File: src/hdl/adcfc_params.svh
`ifndef ADCFC_PARAMS_SVH
`define ADCFC_PARAMS_SVH
`define ADCFC_OFF_STATUS    8'h00
`define ADCFC_OFF_FIFO      8'h04
`define ADCFC_OFF_CMD       8'h08
`define ADCFC_OFF_MUXGAIN   8'h0C
`define ADCFC_OFF_START     8'h10
`define ADCFC_OFF_CLEAR     8'h14
`define ADCFC_OFF_CAL       8'h18
`define ADCFC_OFF_SEQGO     8'h1C
`define ADCFC_OFF_COUNT     8'h20
`define ADCFC_OFF_INTERVAL  8'h24
`define ADCFC_OFF_SAMPLE    8'h28
`define ADCFC_ST_AVAIL      0
`define ADCFC_ST_OVFL       1
`define ADCFC_ST_OVRUN      2
`define ADCFC_ST_CAL        3
`define ADCFC_ST_SEQ        4
`define ADCFC_CMD_FMT       0
`define ADCFC_CMD_EXTPACE   1
`define ADCFC_CMD_EXTBEGIN  2
`define ADCFC_CMD_PRETRIG   3
`define ADCFC_CMD_RESET     4'h0
`define ADCFC_MUX_RESET     8'h00
`define ADCFC_CLK_HZ        25000000
`define ADCFC_CAL_MS        750
`define ADCFC_CAL_CYC       ((`ADCFC_CAL_MS * 25000) )
`define ADCFC_CONV_NS       20000
`define ADCFC_CONV_CYC      (`ADCFC_CONV_NS / 40)
`define ADCFC_AVAIL_US      100
`define ADCFC_AVAIL_CYC     (`ADCFC_AVAIL_US * 25)
`define ADCFC_FIFO_DEPTH    16
`endif

File: src/hdl/adcfc_pkg.sv
`default_nettype none
package adcfc_pkg;
  typedef enum logic [1:0] {
    ADC_IDLE,
    ADC_CONV,
    ADC_CAL
  } adcfc_conv_t;
  typedef struct packed {
    logic [1:0] gain;
    logic [3:0] channel;
  } adcfc_sel_t;
endpackage
`default_nettype wire

File: src/hdl/adcfc_core.sv
// Local design decisions: the register addresses and the AXI4-Lite register port.
`include "adcfc_params.svh"
`timescale 1ns/1ps
`default_nettype none
module adcfc_core #(
  parameter int unsigned CAL_CYCLES  = `ADCFC_CAL_CYC,
  parameter int unsigned CONV_CYCLES = `ADCFC_CONV_CYC,
  parameter int unsigned DEPTH       = `ADCFC_FIFO_DEPTH
) (
  input  wire logic        aclk,
  input  wire logic        aresetn,
  input  wire logic [7:0]  s_axi_awaddr,
  input  wire logic        s_axi_awvalid,
  output logic             s_axi_awready,
  input  wire logic [31:0] s_axi_wdata,
  input  wire logic [3:0]  s_axi_wstrb,
  input  wire logic        s_axi_wvalid,
  output logic             s_axi_wready,
  output logic [1:0]       s_axi_bresp,
  output logic             s_axi_bvalid,
  input  wire logic        s_axi_bready,
  input  wire logic [7:0]  s_axi_araddr,
  input  wire logic        s_axi_arvalid,
  output logic             s_axi_arready,
  output logic [31:0]      s_axi_rdata,
  output logic [1:0]       s_axi_rresp,
  output logic             s_axi_rvalid,
  input  wire logic        s_axi_rready,
  input  wire logic        external_convert_n,
  input  wire logic        acq_begin_trigger_n,
  input  wire logic        acq_end_trigger,
  input  wire logic [15:0] adc_sample,
  output logic [1:0]       amp_gain,
  output logic [3:0]       mux_channel,
  output logic             converting
);
  localparam int unsigned CW = $clog2(CAL_CYCLES + 1);
  localparam int unsigned AW = $clog2(DEPTH);

  // AXI write path
  logic        aw_have_r, w_have_r;
  logic [7:0]  aw_addr_r;
  logic [31:0] w_data_r;
  logic        wr_go;
  assign s_axi_awready = !aw_have_r && !s_axi_bvalid;
  assign s_axi_wready  = !w_have_r && !s_axi_bvalid;
  assign wr_go = aw_have_r && w_have_r && !s_axi_bvalid;
  assign s_axi_bresp = 2'h0;
  always_ff @(posedge aclk) begin
    if (!aresetn) begin
      aw_have_r <= 1'b0;
      w_have_r <= 1'b0;
      aw_addr_r <= 8'h00;
      w_data_r <= 32'h0000_0000;
      s_axi_bvalid <= 1'b0;
    end else begin
      if (s_axi_awvalid && s_axi_awready) begin
        aw_have_r <= 1'b1;
        aw_addr_r <= s_axi_awaddr;
      end
      if (s_axi_wvalid && s_axi_wready) begin
        w_have_r <= 1'b1;
        w_data_r <= s_axi_wdata;
      end
      if (wr_go) begin
        aw_have_r <= 1'b0;
        w_have_r <= 1'b0;
        s_axi_bvalid <= 1'b1;
      end else if (s_axi_bready) begin
        s_axi_bvalid <= 1'b0;
      end
    end
  end
  logic wr_cmd, wr_mux, wr_start, wr_clear, wr_cal, wr_go_seq;
  logic wr_count, wr_interval;
  wire [7:0] wa = {aw_addr_r[7:2], 2'b00};
  assign wr_cmd      = wr_go && wa == `ADCFC_OFF_CMD;
  assign wr_mux      = wr_go && wa == `ADCFC_OFF_MUXGAIN;
  assign wr_start    = wr_go && wa == `ADCFC_OFF_START;
  assign wr_clear    = wr_go && wa == `ADCFC_OFF_CLEAR;
  assign wr_cal      = wr_go && wa == `ADCFC_OFF_CAL;
  assign wr_go_seq   = wr_go && wa == `ADCFC_OFF_SEQGO;
  assign wr_count    = wr_go && wa == `ADCFC_OFF_COUNT;
  assign wr_interval = wr_go && wa == `ADCFC_OFF_INTERVAL;

  // Control registers
  logic [3:0]         cmd_r;
  adcfc_pkg::adcfc_sel_t sel_r;
  logic [15:0]        count_load_r, interval_r;
  always_ff @(posedge aclk) begin
    if (!aresetn) begin
      cmd_r <= `ADCFC_CMD_RESET;
      sel_r <= '0;
      count_load_r <= 16'h0002;
      interval_r <= 16'h0002;
    end else begin
      if (wr_cmd) cmd_r <= w_data_r[3:0];
      if (wr_mux) begin
        sel_r.gain <= w_data_r[7:6];
        sel_r.channel <= w_data_r[3:0];
      end
      if (wr_count) count_load_r <= w_data_r[15:0];
      if (wr_interval) interval_r <= w_data_r[15:0];
    end
  end
  assign amp_gain = sel_r.gain;
  assign mux_channel = sel_r.channel;

  // External pins: falling edges
  logic ext_n_d_r, beg_n_d_r;
  always_ff @(posedge aclk) begin
    if (!aresetn) begin
      ext_n_d_r <= 1'b1;
      beg_n_d_r <= 1'b1;
    end else begin
      ext_n_d_r <= external_convert_n;
      beg_n_d_r <= acq_begin_trigger_n;
    end
  end
  wire ext_pulse = ext_n_d_r && !external_convert_n;
  wire beg_pulse = beg_n_d_r && !acq_begin_trigger_n;

  // Multi-conversion sequence
  logic        seq_r, armed_r;
  logic [15:0] ival_cnt_r, samp_cnt_r;
  logic        pace_pulse, seq_conv;
  assign pace_pulse = cmd_r[`ADCFC_CMD_EXTPACE] ? ext_pulse
                      : (ival_cnt_r == 16'h0001);
  assign seq_conv = seq_r && pace_pulse;
  always_ff @(posedge aclk) begin
    if (!aresetn) begin
      seq_r <= 1'b0;
      armed_r <= 1'b0;
      ival_cnt_r <= 16'h0000;
      samp_cnt_r <= 16'h0000;
    end else if (wr_clear) begin
      seq_r <= 1'b0;
      armed_r <= 1'b0;
    end else if (!seq_r) begin
      if (wr_go_seq
          || (cmd_r[`ADCFC_CMD_EXTBEGIN] && beg_pulse)) begin
        seq_r <= 1'b1;
        armed_r <= !cmd_r[`ADCFC_CMD_PRETRIG];
        samp_cnt_r <= count_load_r;
        ival_cnt_r <= interval_r;
      end
    end else begin
      if (!cmd_r[`ADCFC_CMD_EXTPACE])
        ival_cnt_r <= (ival_cnt_r == 16'h0001) ? interval_r
                      : ival_cnt_r - 16'h0001;
      if (!armed_r && acq_end_trigger) armed_r <= 1'b1;
      if (seq_conv && armed_r) begin
        samp_cnt_r <= samp_cnt_r - 16'h0001;
        if (samp_cnt_r == 16'h0001) seq_r <= 1'b0;
      end
    end
  end

  // Converter engine
  adcfc_pkg::adcfc_conv_t st_r;
  logic [CW-1:0] tmr_r;
  logic          conv_req, conv_done, cal_done, ovrun_r;
  assign conv_req = wr_start
                    || (!seq_r && ext_pulse)
                    || seq_conv;
  always_ff @(posedge aclk) begin
    if (!aresetn) begin
      st_r <= adcfc_pkg::ADC_IDLE;
      tmr_r <= '0;
    end else begin
      unique case (st_r)
        adcfc_pkg::ADC_IDLE: begin
          if (wr_cal) begin
            st_r <= adcfc_pkg::ADC_CAL;
            tmr_r <= CW'(CAL_CYCLES - 1);
          end else if (conv_req) begin
            st_r <= adcfc_pkg::ADC_CONV;
            tmr_r <= CW'(CONV_CYCLES - 1);
          end
        end
        adcfc_pkg::ADC_CONV, adcfc_pkg::ADC_CAL: begin
          if (tmr_r == '0) st_r <= adcfc_pkg::ADC_IDLE;
          else tmr_r <= tmr_r - CW'(1);
        end
      endcase
    end
  end
  assign conv_done = st_r == adcfc_pkg::ADC_CONV && tmr_r == '0;
  assign cal_done  = st_r == adcfc_pkg::ADC_CAL && tmr_r == '0;
  assign converting = st_r != adcfc_pkg::ADC_IDLE;
  always_ff @(posedge aclk) begin
    if (!aresetn) ovrun_r <= 1'b0;
    else if (conv_req && st_r == adcfc_pkg::ADC_CONV) ovrun_r <= 1'b1;
    else if (wr_clear) ovrun_r <= 1'b0;
  end

  // Result FIFO
  logic [15:0]   mem_r [DEPTH];
  logic [AW-1:0] wp_r, rp_r;
  logic [AW:0]   cnt_r;
  logic          ovfl_r, cal_flag_r, push, pop, full;
  wire  [7:0]    ra = {s_axi_araddr[7:2], 2'b00};
  assign full = cnt_r == (AW+1)'(DEPTH);
  assign push = conv_done && !full;
  assign pop  = s_axi_arvalid && s_axi_arready
                && ra == `ADCFC_OFF_FIFO && cnt_r != '0;
  always_ff @(posedge aclk) begin
    if (push) mem_r[wp_r] <= adc_sample;
  end
  always_ff @(posedge aclk) begin
    if (!aresetn || wr_clear) begin
      wp_r <= '0;
      rp_r <= '0;
      cnt_r <= '0;
    end else begin
      if (push) wp_r <= wp_r + AW'(1);
      if (pop) rp_r <= rp_r + AW'(1);
      cnt_r <= cnt_r + (AW+1)'(push) - (AW+1)'(pop);
    end
  end
  always_ff @(posedge aclk) begin
    if (!aresetn) ovfl_r <= 1'b0;
    else if (conv_done && full) ovfl_r <= 1'b1;
    else if (wr_clear) ovfl_r <= 1'b0;
  end
  always_ff @(posedge aclk) begin
    if (!aresetn) cal_flag_r <= 1'b0;
    else if (cal_done) cal_flag_r <= 1'b1;
    else if (wr_clear) cal_flag_r <= 1'b0;
  end
  wire avail = cnt_r != '0 || cal_flag_r;

  // Format: converter gives signed code; set bit flips MSB
  wire [15:0] head = mem_r[rp_r];
  wire [15:0] fmt_data = cmd_r[`ADCFC_CMD_FMT]
                         ? {~head[15], head[14:0]}
                         : head;

  // AXI read path
  assign s_axi_arready = !s_axi_rvalid;
  assign s_axi_rresp = 2'h0;
  always_ff @(posedge aclk) begin
    if (!aresetn) begin
      s_axi_rvalid <= 1'b0;
      s_axi_rdata <= 32'h0000_0000;
    end else if (s_axi_arvalid && s_axi_arready) begin
      s_axi_rvalid <= 1'b1;
      unique case (ra)
        `ADCFC_OFF_STATUS: s_axi_rdata <= {27'h0, seq_r,
          st_r == adcfc_pkg::ADC_CAL, ovrun_r, ovfl_r, avail};
        `ADCFC_OFF_FIFO: s_axi_rdata <= {16'h0000, fmt_data};
        `ADCFC_OFF_CMD: s_axi_rdata <= {28'h0, cmd_r};
        `ADCFC_OFF_MUXGAIN: s_axi_rdata <= {24'h0, sel_r.gain, 2'b00,
          sel_r.channel};
        `ADCFC_OFF_COUNT: s_axi_rdata <= {16'h0000, count_load_r};
        `ADCFC_OFF_INTERVAL: s_axi_rdata <= {16'h0000, interval_r};
        `ADCFC_OFF_SAMPLE: s_axi_rdata <= {16'h0000, samp_cnt_r};
        default: s_axi_rdata <= 32'h0000_0000;
      endcase
    end else if (s_axi_rready) begin
      s_axi_rvalid <= 1'b0;
    end
  end

  // Cycles from an accepted start until a result shows
  localparam logic [11:0] AVAIL_LIMIT = 12'(`ADCFC_AVAIL_CYC);
  logic [11:0] wait_cnt_r;
  always_ff @(posedge aclk) begin
    if (!aresetn || avail || wr_clear) begin
      wait_cnt_r <= 12'h000;
    end else if ((st_r == adcfc_pkg::ADC_IDLE && conv_req && !wr_cal)
                 || wait_cnt_r != 12'h000) begin
      wait_cnt_r <= wait_cnt_r + 12'h001;
    end
  end

  // Assertions
  AST_START_CONV: assert property (
    @(posedge aclk) disable iff (!aresetn)
    wr_start && st_r == adcfc_pkg::ADC_IDLE && !wr_cal
    |=> st_r == adcfc_pkg::ADC_CONV)
    else $error("start write did not begin conversion");
  AST_NO_RESTART: assert property (
    @(posedge aclk) disable iff (!aresetn)
    conv_req && st_r == adcfc_pkg::ADC_CONV && tmr_r != '0
    |=> tmr_r == $past(tmr_r) - 1 && ovrun_r)
    else $error("request during conversion restarted it");
  AST_EXT_CONV: assert property (
    @(posedge aclk) disable iff (!aresetn)
    ext_pulse && !seq_r && st_r == adcfc_pkg::ADC_IDLE && !wr_cal
    |=> converting)
    else $error("external pulse did not begin conversion");
  AST_PUSH: assert property (
    @(posedge aclk) disable iff (!aresetn)
    conv_done && !full && !wr_clear && !pop
    |=> cnt_r == $past(cnt_r) + 1)
    else $error("result not pushed");
  AST_POP: assert property (
    @(posedge aclk) disable iff (!aresetn)
    pop && !push && !wr_clear |=> cnt_r == $past(cnt_r) - 1)
    else $error("read did not remove result");
  AST_AVAIL: assert property (
    @(posedge aclk) disable iff (!aresetn)
    s_axi_arvalid && s_axi_arready && ra == `ADCFC_OFF_STATUS
    |=> s_axi_rdata[`ADCFC_ST_AVAIL] == $past(cnt_r != '0 || cal_flag_r))
    else $error("available flag wrong");
  AST_AVAIL_TIME: assert property (
    @(posedge aclk) disable iff (!aresetn)
    wait_cnt_r < AVAIL_LIMIT)
    else $error("result not available in time");
  AST_OVFL: assert property (
    @(posedge aclk) disable iff (!aresetn)
    conv_done && full && !wr_clear && !pop
    |=> ovfl_r && cnt_r == $past(cnt_r))
    else $error("overflow not flagged");
  AST_OVFL_HOLD: assert property (
    @(posedge aclk) disable iff (!aresetn)
    ovfl_r && !wr_clear |=> ovfl_r)
    else $error("overflow flag dropped without clear");
  AST_CLEAR: assert property (
    @(posedge aclk) disable iff (!aresetn)
    wr_clear && !conv_done && !conv_req
    |=> cnt_r == '0 && !ovfl_r && !ovrun_r)
    else $error("clear did not empty");
  AST_FMT: assert property (
    @(posedge aclk) disable iff (!aresetn)
    pop |=> s_axi_rdata[15:0]
      == ($past(head) ^ {$past(cmd_r[`ADCFC_CMD_FMT]), 15'h0000}))
    else $error("format mapping wrong");
  AST_SEQ_END: assert property (
    @(posedge aclk) disable iff (!aresetn)
    seq_r && armed_r && seq_conv && samp_cnt_r == 16'h0001 && !wr_clear
    |=> !seq_r)
    else $error("sequence did not end at zero");
  AST_PRE_HOLD: assert property (
    @(posedge aclk) disable iff (!aresetn)
    seq_r && !armed_r && !wr_clear
    |=> samp_cnt_r == $past(samp_cnt_r))
    else $error("pretrigger counter moved");
  AST_CAL_DONE: assert property (
    @(posedge aclk) disable iff (!aresetn)
    cal_done && !wr_clear |=> avail)
    else $error("calibration end not flagged");

  // Cover points
  COV_CONV: cover property (@(posedge aclk) conv_done && !full);
  COV_OVFL: cover property (@(posedge aclk) conv_done && full);
  COV_SEQ: cover property (@(posedge aclk) seq_r && !$past(seq_r));
  COV_CAL: cover property (@(posedge aclk) cal_done);
  COV_EXT: cover property (@(posedge aclk)
    seq_conv && cmd_r[`ADCFC_CMD_EXTPACE]);
endmodule
`default_nettype wire

File: config.mk
export PLATFORM = sky130hd
export DESIGN_NAME = adcfc_core
export DESIGN_NICKNAME = d
export VERILOG_FILES = /design/src/hdl/adcfc_pkg.sv /design/src/hdl/adcfc_core.sv
export VERILOG_INCLUDE_DIRS = /design/src /design/src/hdl
export SDC_FILE = /design/constraint.sdc
export NUM_CORES = 1
export LEC_CHECK = 0
export ABC_CLOCK_PERIOD_IN_PS = 6120
export BUFFER_PORTS_ARGS = -buffer_cell sky130_fd_sc_hd__buf_2
export CORE_ASPECT_RATIO = 1.5
export CORE_UTILIZATION = 43
export CTS_BUF_LIST = sky130_fd_sc_hd__clkbuf_16
export DETAILED_ROUTE_END_ITERATION = 8
export HOLD_SLACK_MARGIN = 0.05
export PLACE_DENSITY = 0.72
export SLEW_MARGIN = 10
export SYNTH_ARGS = -nofsm -noshare
export SYNTH_HDL_FRONTEND = slang
export SYNTH_SLANG_ARGS = --single-unit
File: constraint.sdc
create_clock -name aclk -period 6.12 [get_ports aclk]
set_input_delay 1.224 -clock aclk [delete_from_list [all_inputs] [get_ports aclk]]
set_output_delay 1.224 -clock aclk [all_outputs]
set_load 0.005 [all_outputs]
==> results of run 1 <==
==> worst min path at each step <==
stage | end | slack, ns | cells after the start
global route | ovrun_r | 0.48 | 2
CTS | ovrun_r | 0.46 | 2
detailed placement | ovrun_r | 0.45 | 2
global placement | ovrun_r | 0.45 | 2
finish | ovrun_r | 0.46 | 2
floorplan | ovfl_r | 0.43 | 2
==> Yosys cell counts, types with 13 or more instances <==
cell type,n
edfxtp_1,256
dfxtp_1,167
nor2_1,122
nand2_1,114
a21oi_1,113
mux4_2,76
clkbuf_1,60
mux2i_1,55
o21ai_0,45
nor3_1,43
a22oi_1,35
inv_1,30
nand3_1,24
buf_4,21
ha_1,20
nand2b_1,18
buf_2,15
and3_1,13
or3_1,13
==> logic make-up after synthesis <==
kind of cell	Yosys count
mux	132
xor+xnor	12
fa+ha+maj	21
compound gates	290
buf+inv	133
simple gates	425
flops	423
other cells	1
==> layout make-up <==
cell class	instances	area [sq um]	area share (%)
Sequential cell	423	11000	53.8
Multi-Input combinational cell	900	6720	32.7
Clock buffer	40	1000	4.88
Tap cell	564	706	3.44
Timing Repair Buffer	115	661	3.22
Clock inverter	33	274	1.34
Inverter	31	118	0.573
Antenna cell	3	7.51	0.0366
==> registers in the layout, indices dropped and copies added (netlist names), 2 cells and up, named ones only <==
signal	count
count_load_r	16
tmr_r	25
st_r	2
w_data_r	16
interval_r	16
samp_cnt_r	16
mux_channel	4
cmd_r	4
wp_r	4
mem_r	256
s_axi_rdata	16
cnt_r	5
aw_addr_r	6
rp_r	4
ival_cnt_r	16
amp_gain	2
==> stage by stage <==
stage	util (%)	cell area, sq um	total power [mW]	hold slack (ns)
2_1_floorplan	-	18300	3.35	0.432
3_3_place_gp	45.9	19200	3.45	0.451
3_5_place_dp	45.9	19200	3.46	0.452
4_1_cts	49.0	20500	5.86	0.461
5_1_grt	49.0	20500	6.00	0.478
6_report	49.0	20500	5.83	0.463
==> routing by layer <==
metal	vias to the layer above	track usage, %
met5	-	0
met4	2	10.7
met3	131	3.57
met2	492	38.8
met1	6111	23.6
li1	5606	-
==> cells in the final DEF (no fill, tap or decap), types with 6 or more instances in the layout <==
cell / instances
a222oi_1: 6
clkinv_2: 9
o21ai_0: 45
ha_1: 20
nor3_2: 6
o211ai_1: 7
nor2b_1: 8
inv_1: 38
a22oi_1: 35
or4_1: 8
a21oi_1: 113
a211oi_1: 10
mux2i_1: 55
nor2_1: 122
nand2_1: 114
nor4_1: 10
and3_1: 13
nand3_1: 24
dfxtp_1: 164
edfxtp_1: 256
nand2b_1: 18
buf_2: 81
buf_4: 34
o22ai_1: 6
or3_1: 13
a31oi_1: 9
conb_1: 20
xor2_1: 8
clkbuf_16: 40
mux4_2: 76
nand4_1: 9
nor3_1: 38
==> power groups by stage <==
stage          clock network, mW  registers, mW  logic [mW]
3_3_place_gp                   0           3.14       0.303
4_1_cts                     2.46           3.08       0.312
3_5_place_dp                   0           3.15       0.311
6_report                    2.44           3.08       0.315
2_1_floorplan                  0           3.13       0.219
5_1_grt                     2.56           3.09       0.350
==> worst min-delay path, cell delays in order, from the launching register on <==
cell and delay (ns):
dfxtp_1 0.31, nand2_1 0.05, a21oi_1 0.05
==> results by group, run 1 <==
Worst setup path
  • Critical path type: reg -> reg
  • Critical path's largest stage delay: 0.67 ns
  • R2r endpoint: cnt_r[4]
  • CP arrival: 4.45 ns
  • Crit-path leading delay family: simple AND/OR/NAND/NOR gates
  • Worst path slowest cell: nor4b_1
  • Critical path depth in cells: 16
  • CP Data Required Time: 6.59 ns
  • Crit path buffers/inverters: 5
  • Setup crit start: tmr_r[0]
  • Critical path destination: cnt_r[4]
  • Reg2reg start: tmr_r[0]
  • Worst Reg-to-Reg Cells: 16
  • Crit path cell chain: inv_1 > ha_1 > nor4b_1 > nand4b_1 > nor4b_4 > inv_1 > ha_1 > inv_1 > ha_1 > inv_1 > fa_1 > inv_1 > a21oi_1 > nor2_1 > or3_1 > a21oi_1
  • Worst Path Max Fanout: 8
  • R2R setup slack: 2.14 ns
  • CP Launch Type: flop
  • Nature of the critical path endpoint: flop
  • Cell mode on critical path: inv_1

Layout
  • Post-route non-filler standard cell count: 2109
  • Fillers: 3619
  • P&R area growth vs syn: 12.5%
  • Nets: 1610
  • Share of layout cells above drive strength 1: 18.3%

STA
  • Crit share post-route: 65.0%
  • Final Hold Fails: 0
  • Worst setup margin: 2.14 ns
  • Slew @ Worst Pin: 1.20 ns
  • Setup Skew: 0.0198 ns
  • Fmax: 251 MHz
  • Max Transition Viols Final: 0
  • Final setup TNS: 0 ns
  • Crit path time final: 3.98 ns
  • Relative slew margins: 19.8%
  • Final setup viols: 0
  • RSZ-0062 raised after global routing: false

Clock network
  • Cts hold-fix bufs: 0
  • TritonCTS clock tree: built
  • Root buffer cell: clkbuf_16
  • Postcts setup bufs: 0
  • Inserted Clock Buffers: 40
  • Worst-Skew Late Latency: 0.56 ns
  • CTS Sinks: 423
  • Clk buf depth: 3
  • H-Tree Depth: 2
  • Clk pin slew, worst setup/hold paths: 0.06 ns
  • PostCTS Resize Cnt: 0

Pwr
  • Switching Fraction: 23.1%
  • Share of power burned in registers: 52.9%
  • P per Cell Area: 284 mW/mm^2
  • Peak supply drop: 0.000175 V
  • Clk pwr share: 41.7%
  • Comb power frac: 5.4%
  • Internal power: 4.49 mW
  • NetSw: 1.35 mW
  • Lkg Pwr: 7.17 nW

Synthesis
  • Number of synthesized flops with an enable pin: 256
  • Cell area after synthesis: 0.0182 sq mm
  • Cells after Synth: 1437
  • Yosys warnings: 0
  • Synth Area in Compound Gates: 10.1%
  • Register area share after synthesis: 60.5%
  • Multiplexer share of the synthesized area: 12.5%
  • Adder-Cell Fraction of Synth Area: 1.48%
  • Area contributors post-synth: edfxtp_1 (42%), dfxtp_1 (18%), mux4_2 (9.4%)
  • Syn_area_per_cell: 12.7 sq um
  • Area share of xor/xnor cells in the synthesized design: 0.576%
  • Cell variety after synth: 79
  • Synth Flop Type: edfxtp_1
  • Yosys reg bits: 423
  • Main combinational cell family by area after synthesis: multiplexers
  • Share of the synthesized area in the top cell type: 42.1%
  • Ys async rst share: 0%
  • Synth Area in Simple Gates: 11.6%
  • Biggest area consumer among synthesized cells: edfxtp_1

Placed design
  • Cells after DPL: 2033
  • IO buf count: 81
  • Hpwl dp: 28800 um
  • Setup WS pre-CTS: 1.88 ns
  • Final RePlAce weighted congestion: 0.892

Global routing
  • Vias in the first global route: 12200
  • Antenna violations before repair: 2
  • Total track usage: 21.2%
  • Total grt overflow: 0
  • First-pass GRT wire length: 69500 um
  • Pin count of the biggest net entering global routing: 60

Detailed routing
  • WL final: 45500 um
  • Total iterations of the first detailed-routing run: 8
  • Metal2 WL: 23800 um
  • Top Layer Used: met5
  • Total number of vias: 12300
  • Met3 Routed Length: 2810 um
  • Antenna-violating nets left: 0
  • Drc violations: 0
  • Met1 wire length: 16700 um
  • Routed len/inst: 21.6 um
  • Vias per inst: 5.85
  • DRT iter0 DRCs: 1030

Run status
  • Status: completed

Floorplanning
  • Io pins: 126
  • Row Count: 92
  • Initial Util: 43.5%
  • Area of the die: 0.0433 sq mm
  • Die height: 254 um
  • Core Area: 0.0419 sq mm
  • Die Wd: 170 um

Min path
  • Worst hold path type: reg -> reg
  • Hold Startpoint: ovrun_r

Run
  • Max cap viols: 0
No activity file was read; power rests on OpenSTA's default activity.
==> run 2: changes to the inputs <==
- ABC_CLOCK_PERIOD_IN_PS: 6120 -> 3750
- clock period: 6.12 -> 3.75 ns (I/O delays scaled with it)
==> run 2 against run 1 <==
Effect of this change: non-clock buffer count increased by 14; highest routed layer unchanged; setup slack got worse by 1.8 ns; die area unchanged; sequential power increased by 63%; maximum frequency increased by 18%; critical path type unchanged; via count increased by 1.1%; routed wire length increased by 0.43%; global-route usage increased by 0.24 points; count of clock-buffer cells in the layout decreased by 1; flip-flop and latch count unchanged; clock power increased by 70%; critical endpoint unchanged; combinational power increased by 69%.
==> results by group, run 2 (same netlist as run 1, synthesis figures left out) <==
Run status
  • Status: completed (unchanged)

STA
  • Relative slew margins: 23.4% (was 19.8%)
  • Slew @ Worst Pin: 1.15 ns (was 1.20 ns)
  • Crit path time final: 3.36 ns (was 3.98 ns)
  • Max Transition Viols Final: 0 (unchanged)
  • Final Hold Fails: 0 (unchanged)
  • Final setup TNS: 0 ns (unchanged)
  • Crit share post-route: 89.7% (was 65.0%)
  • Final setup viols: 0 (unchanged)
  • Setup Skew: 0.0221 ns (was 0.0198 ns)
  • Fmax: 297 MHz (was 251 MHz)
  • RSZ-0062 raised after global routing: false (unchanged)
  • Hold WS: 0.415 ns (was 0.463 ns)

Worst setup path
  • Crit-path leading delay family: simple AND/OR/NAND/NOR gates (unchanged)
  • Nature of the critical path endpoint: flop (unchanged)
  • CP Launch Type: flop (unchanged)
  • CP arrival: 3.83 ns (was 4.45 ns)
  • Worst path slowest cell: or4_4 (was nor4b_1)
  • Crit path cell chain: or4_4 > nor4_4 > nor4b_4 > inv_1 > ha_1 > inv_1 > ha_1 > inv_1 > fa_1 > inv_1 > a21oi_1 > nor2_1 > or3_1 > a21oi_1 (was inv_1 > ha_1 > nor4b_1 > nand4b_1 > nor4b_4 > inv_1 > ha_1 > inv_1 > ha_1 > inv_1 > fa_1 > inv_1 > a21oi_1 > nor2_1 > or3_1 > a21oi_1)
  • Cell mode on critical path: inv_1 (unchanged)
  • Critical path's largest stage delay: 0.61 ns (was 0.67 ns)
  • Crit path buffers/inverters: 4 (was 5)
  • CP Data Required Time: 4.22 ns (was 6.59 ns)
  • Worst Path Max Fanout: 7 (was 8)
  • Critical path type: reg -> reg (unchanged)

Detailed routing
  • Total iterations of the first detailed-routing run: 5 (was 8)
  • Total number of vias: 12500 (was 12300)
  • Drc violations: 0 (unchanged)
  • Antenna-violating nets left: 0 (unchanged)
  • DRT iter0 DRCs: 1154 (was 1030)
  • WL final: 45700 um (was 45500 um)
  • Vias per inst: 5.89 (was 5.85)
  • Routed len/inst: 21.6 um (about the same)

Layout
  • Post-route non-filler standard cell count: 2120 (was 2109)
  • Share of layout cells above drive strength 1: 19.0% (was 18.3%)
  • Most flop-heavy register: mem_r (unchanged)
  • Final instance area: 0.0207 sq mm (was 0.0205 sq mm)
  • Commonest non-fill, non-tap cell in the layout: edfxtp_1 (unchanged)
  • Most frequent cells in the layout: edfxtp_1 (256), dfxtp_1 (164), nor2_1 (122) (unchanged)
  • Nets: 1623 (was 1610)
  • P&R area growth vs syn: 13.7% (was 12.5%)
  • Top Registers: mem_r x256, tmr_r x25 (unchanged)
  • Max reg flops: 256 (unchanged)

Global routing
  • Vias in the first global route: 12300 (was 12200)
  • First-pass GRT wire length: 70200 um (was 69500 um)
  • Pin count of the biggest net entering global routing: 60 (unchanged)
  • Total track usage: 21.5% (was 21.2%)
  • Antenna violations before repair: 3 (was 2)
  • Total grt overflow: 0 (unchanged)

Placed design
  • Final RePlAce weighted congestion: 0.896 (was 0.892)
  • Cells after DPL: 2047 (was 2033)
  • Hpwl dp: 30000 um (was 28800 um)
  • Post-DP Area: 0.0194 sq mm (was 0.0192 sq mm)
  • IO buf count: 81 (unchanged)

Clock network
  • PostCTS Resize Cnt: 0 (unchanged)
  • Worst-Skew Late Latency: 0.56 ns (about the same)
  • Postcts setup bufs: 0 (unchanged)
  • Inserted Clock Buffers: 39 (was 40)
  • H-Tree Depth: 2 (unchanged)
  • Cts hold-fix bufs: 0 (unchanged)
  • TritonCTS clock tree: built (unchanged)
  • Clk pin slew, worst setup/hold paths: 0.06 ns (about the same)
  • CTS Sinks: 423 (unchanged)
  • Clk buf depth: 3 (unchanged)
  • Root buffer cell: clkbuf_16 (unchanged)

Pwr
  • Peak supply drop: 0.000314 V (was 0.000175 V)
  • P per Cell Area: 468 mW/mm^2 (was 284 mW/mm^2)
  • Lkg Pwr: 7.27 nW (was 7.17 nW)

Min path
  • Worst hold path type: in -> reg (was reg -> reg)

Floorplanning
  • Area of the die: 0.0433 sq mm (unchanged)
  • Die Wd: 170 um (unchanged)
  • Io pins: 126 (unchanged)
  • Row Count: 92 (unchanged)
  • Die height: 254 um (unchanged)
  • Core Area: 0.0419 sq mm (unchanged)
  • Initial Util: 43.5% (unchanged)

Run
  • Max cap viols: 0 (unchanged)
[run 2: cell types whose count changed in the layout (fill, tap and decap cells not counted)]
cell        delta
buf_12         +5
clkinvlp_4     +2
inv_16         +1
clkbuf_16      -1
inv_1          -2
diode_2        -2
bufinv_16      +3
clkinv_8       -1
buf_4          +9
clkinv_1       +1
clkinv_2       -4
[run 2: worst reg2reg max path, cell delays in order, from the launching register on]
cell	delay, ns
dfxtp_1	0.36
or4_4	0.61
nor4_4	0.40
nor4b_4	0.33
inv_1	0.10
ha_1	0.28
inv_1	0.04
ha_1	0.18
inv_1	0.08
fa_1	0.20
inv_1	0.05
a21oi_1	0.12
nor2_1	0.07
or3_1	0.34
a21oi_1	0.13
[run 2: per-layer routing]
layer  track usage (%)  wire [um]  up-vias  part of all wire (%)
met5                 0         30        -                 0.066
met4              11.1       2380        4                   5.2
met3              3.32       2640      142                   5.8
met2              38.7      23800      486                    52
met1              24.4      16900     6220                    37
li1                  -          -     5630                     -
[run 2: area by class of cell]
cell class	instances	area, sq um
antenna	1	2.50
clock buffer	39	976
clock inverter	33	359
fill	3607	21200
inverter	31	118
multi-input combinational	900	6720
sequential	423	11000
tap	564	706
timing repair buffer	129	828
[run 2: final timing paths]
kind	from	to	slack, ns	depth (start not counted)
worst max-delay path	tmr_r[9]	cnt_r[4]	0.39	14
worst min register to register	ovrun_r	ovrun_r	0.47	2
worst max register to register	tmr_r[9]	cnt_r[4]	0.39	14
worst min-delay path	external_convert_n	ext_n_d_r	0.41	2
[run 2: through the flow]
stage	total power [mW]	worst slack, ns	util (%)
6_report	9.71	0.387	49.5
5_1_grt	10.0	0.203	49.5
4_1_cts	9.76	0.399	49.5
3_5_place_dp	5.66	0.421	46.3
3_3_place_gp	5.64	0.396	46.3
2_1_floorplan	5.47	0.357	-
[run 2: power breakdown]
part           leakage, nW  internal [mW]  total (mW)  switching [mW]
clock                0.659           2.35        4.15            1.80
combinational         2.96          0.180       0.531           0.351
sequential            3.65           4.97        5.03          0.0595
total                 7.27           7.50        9.71            2.21
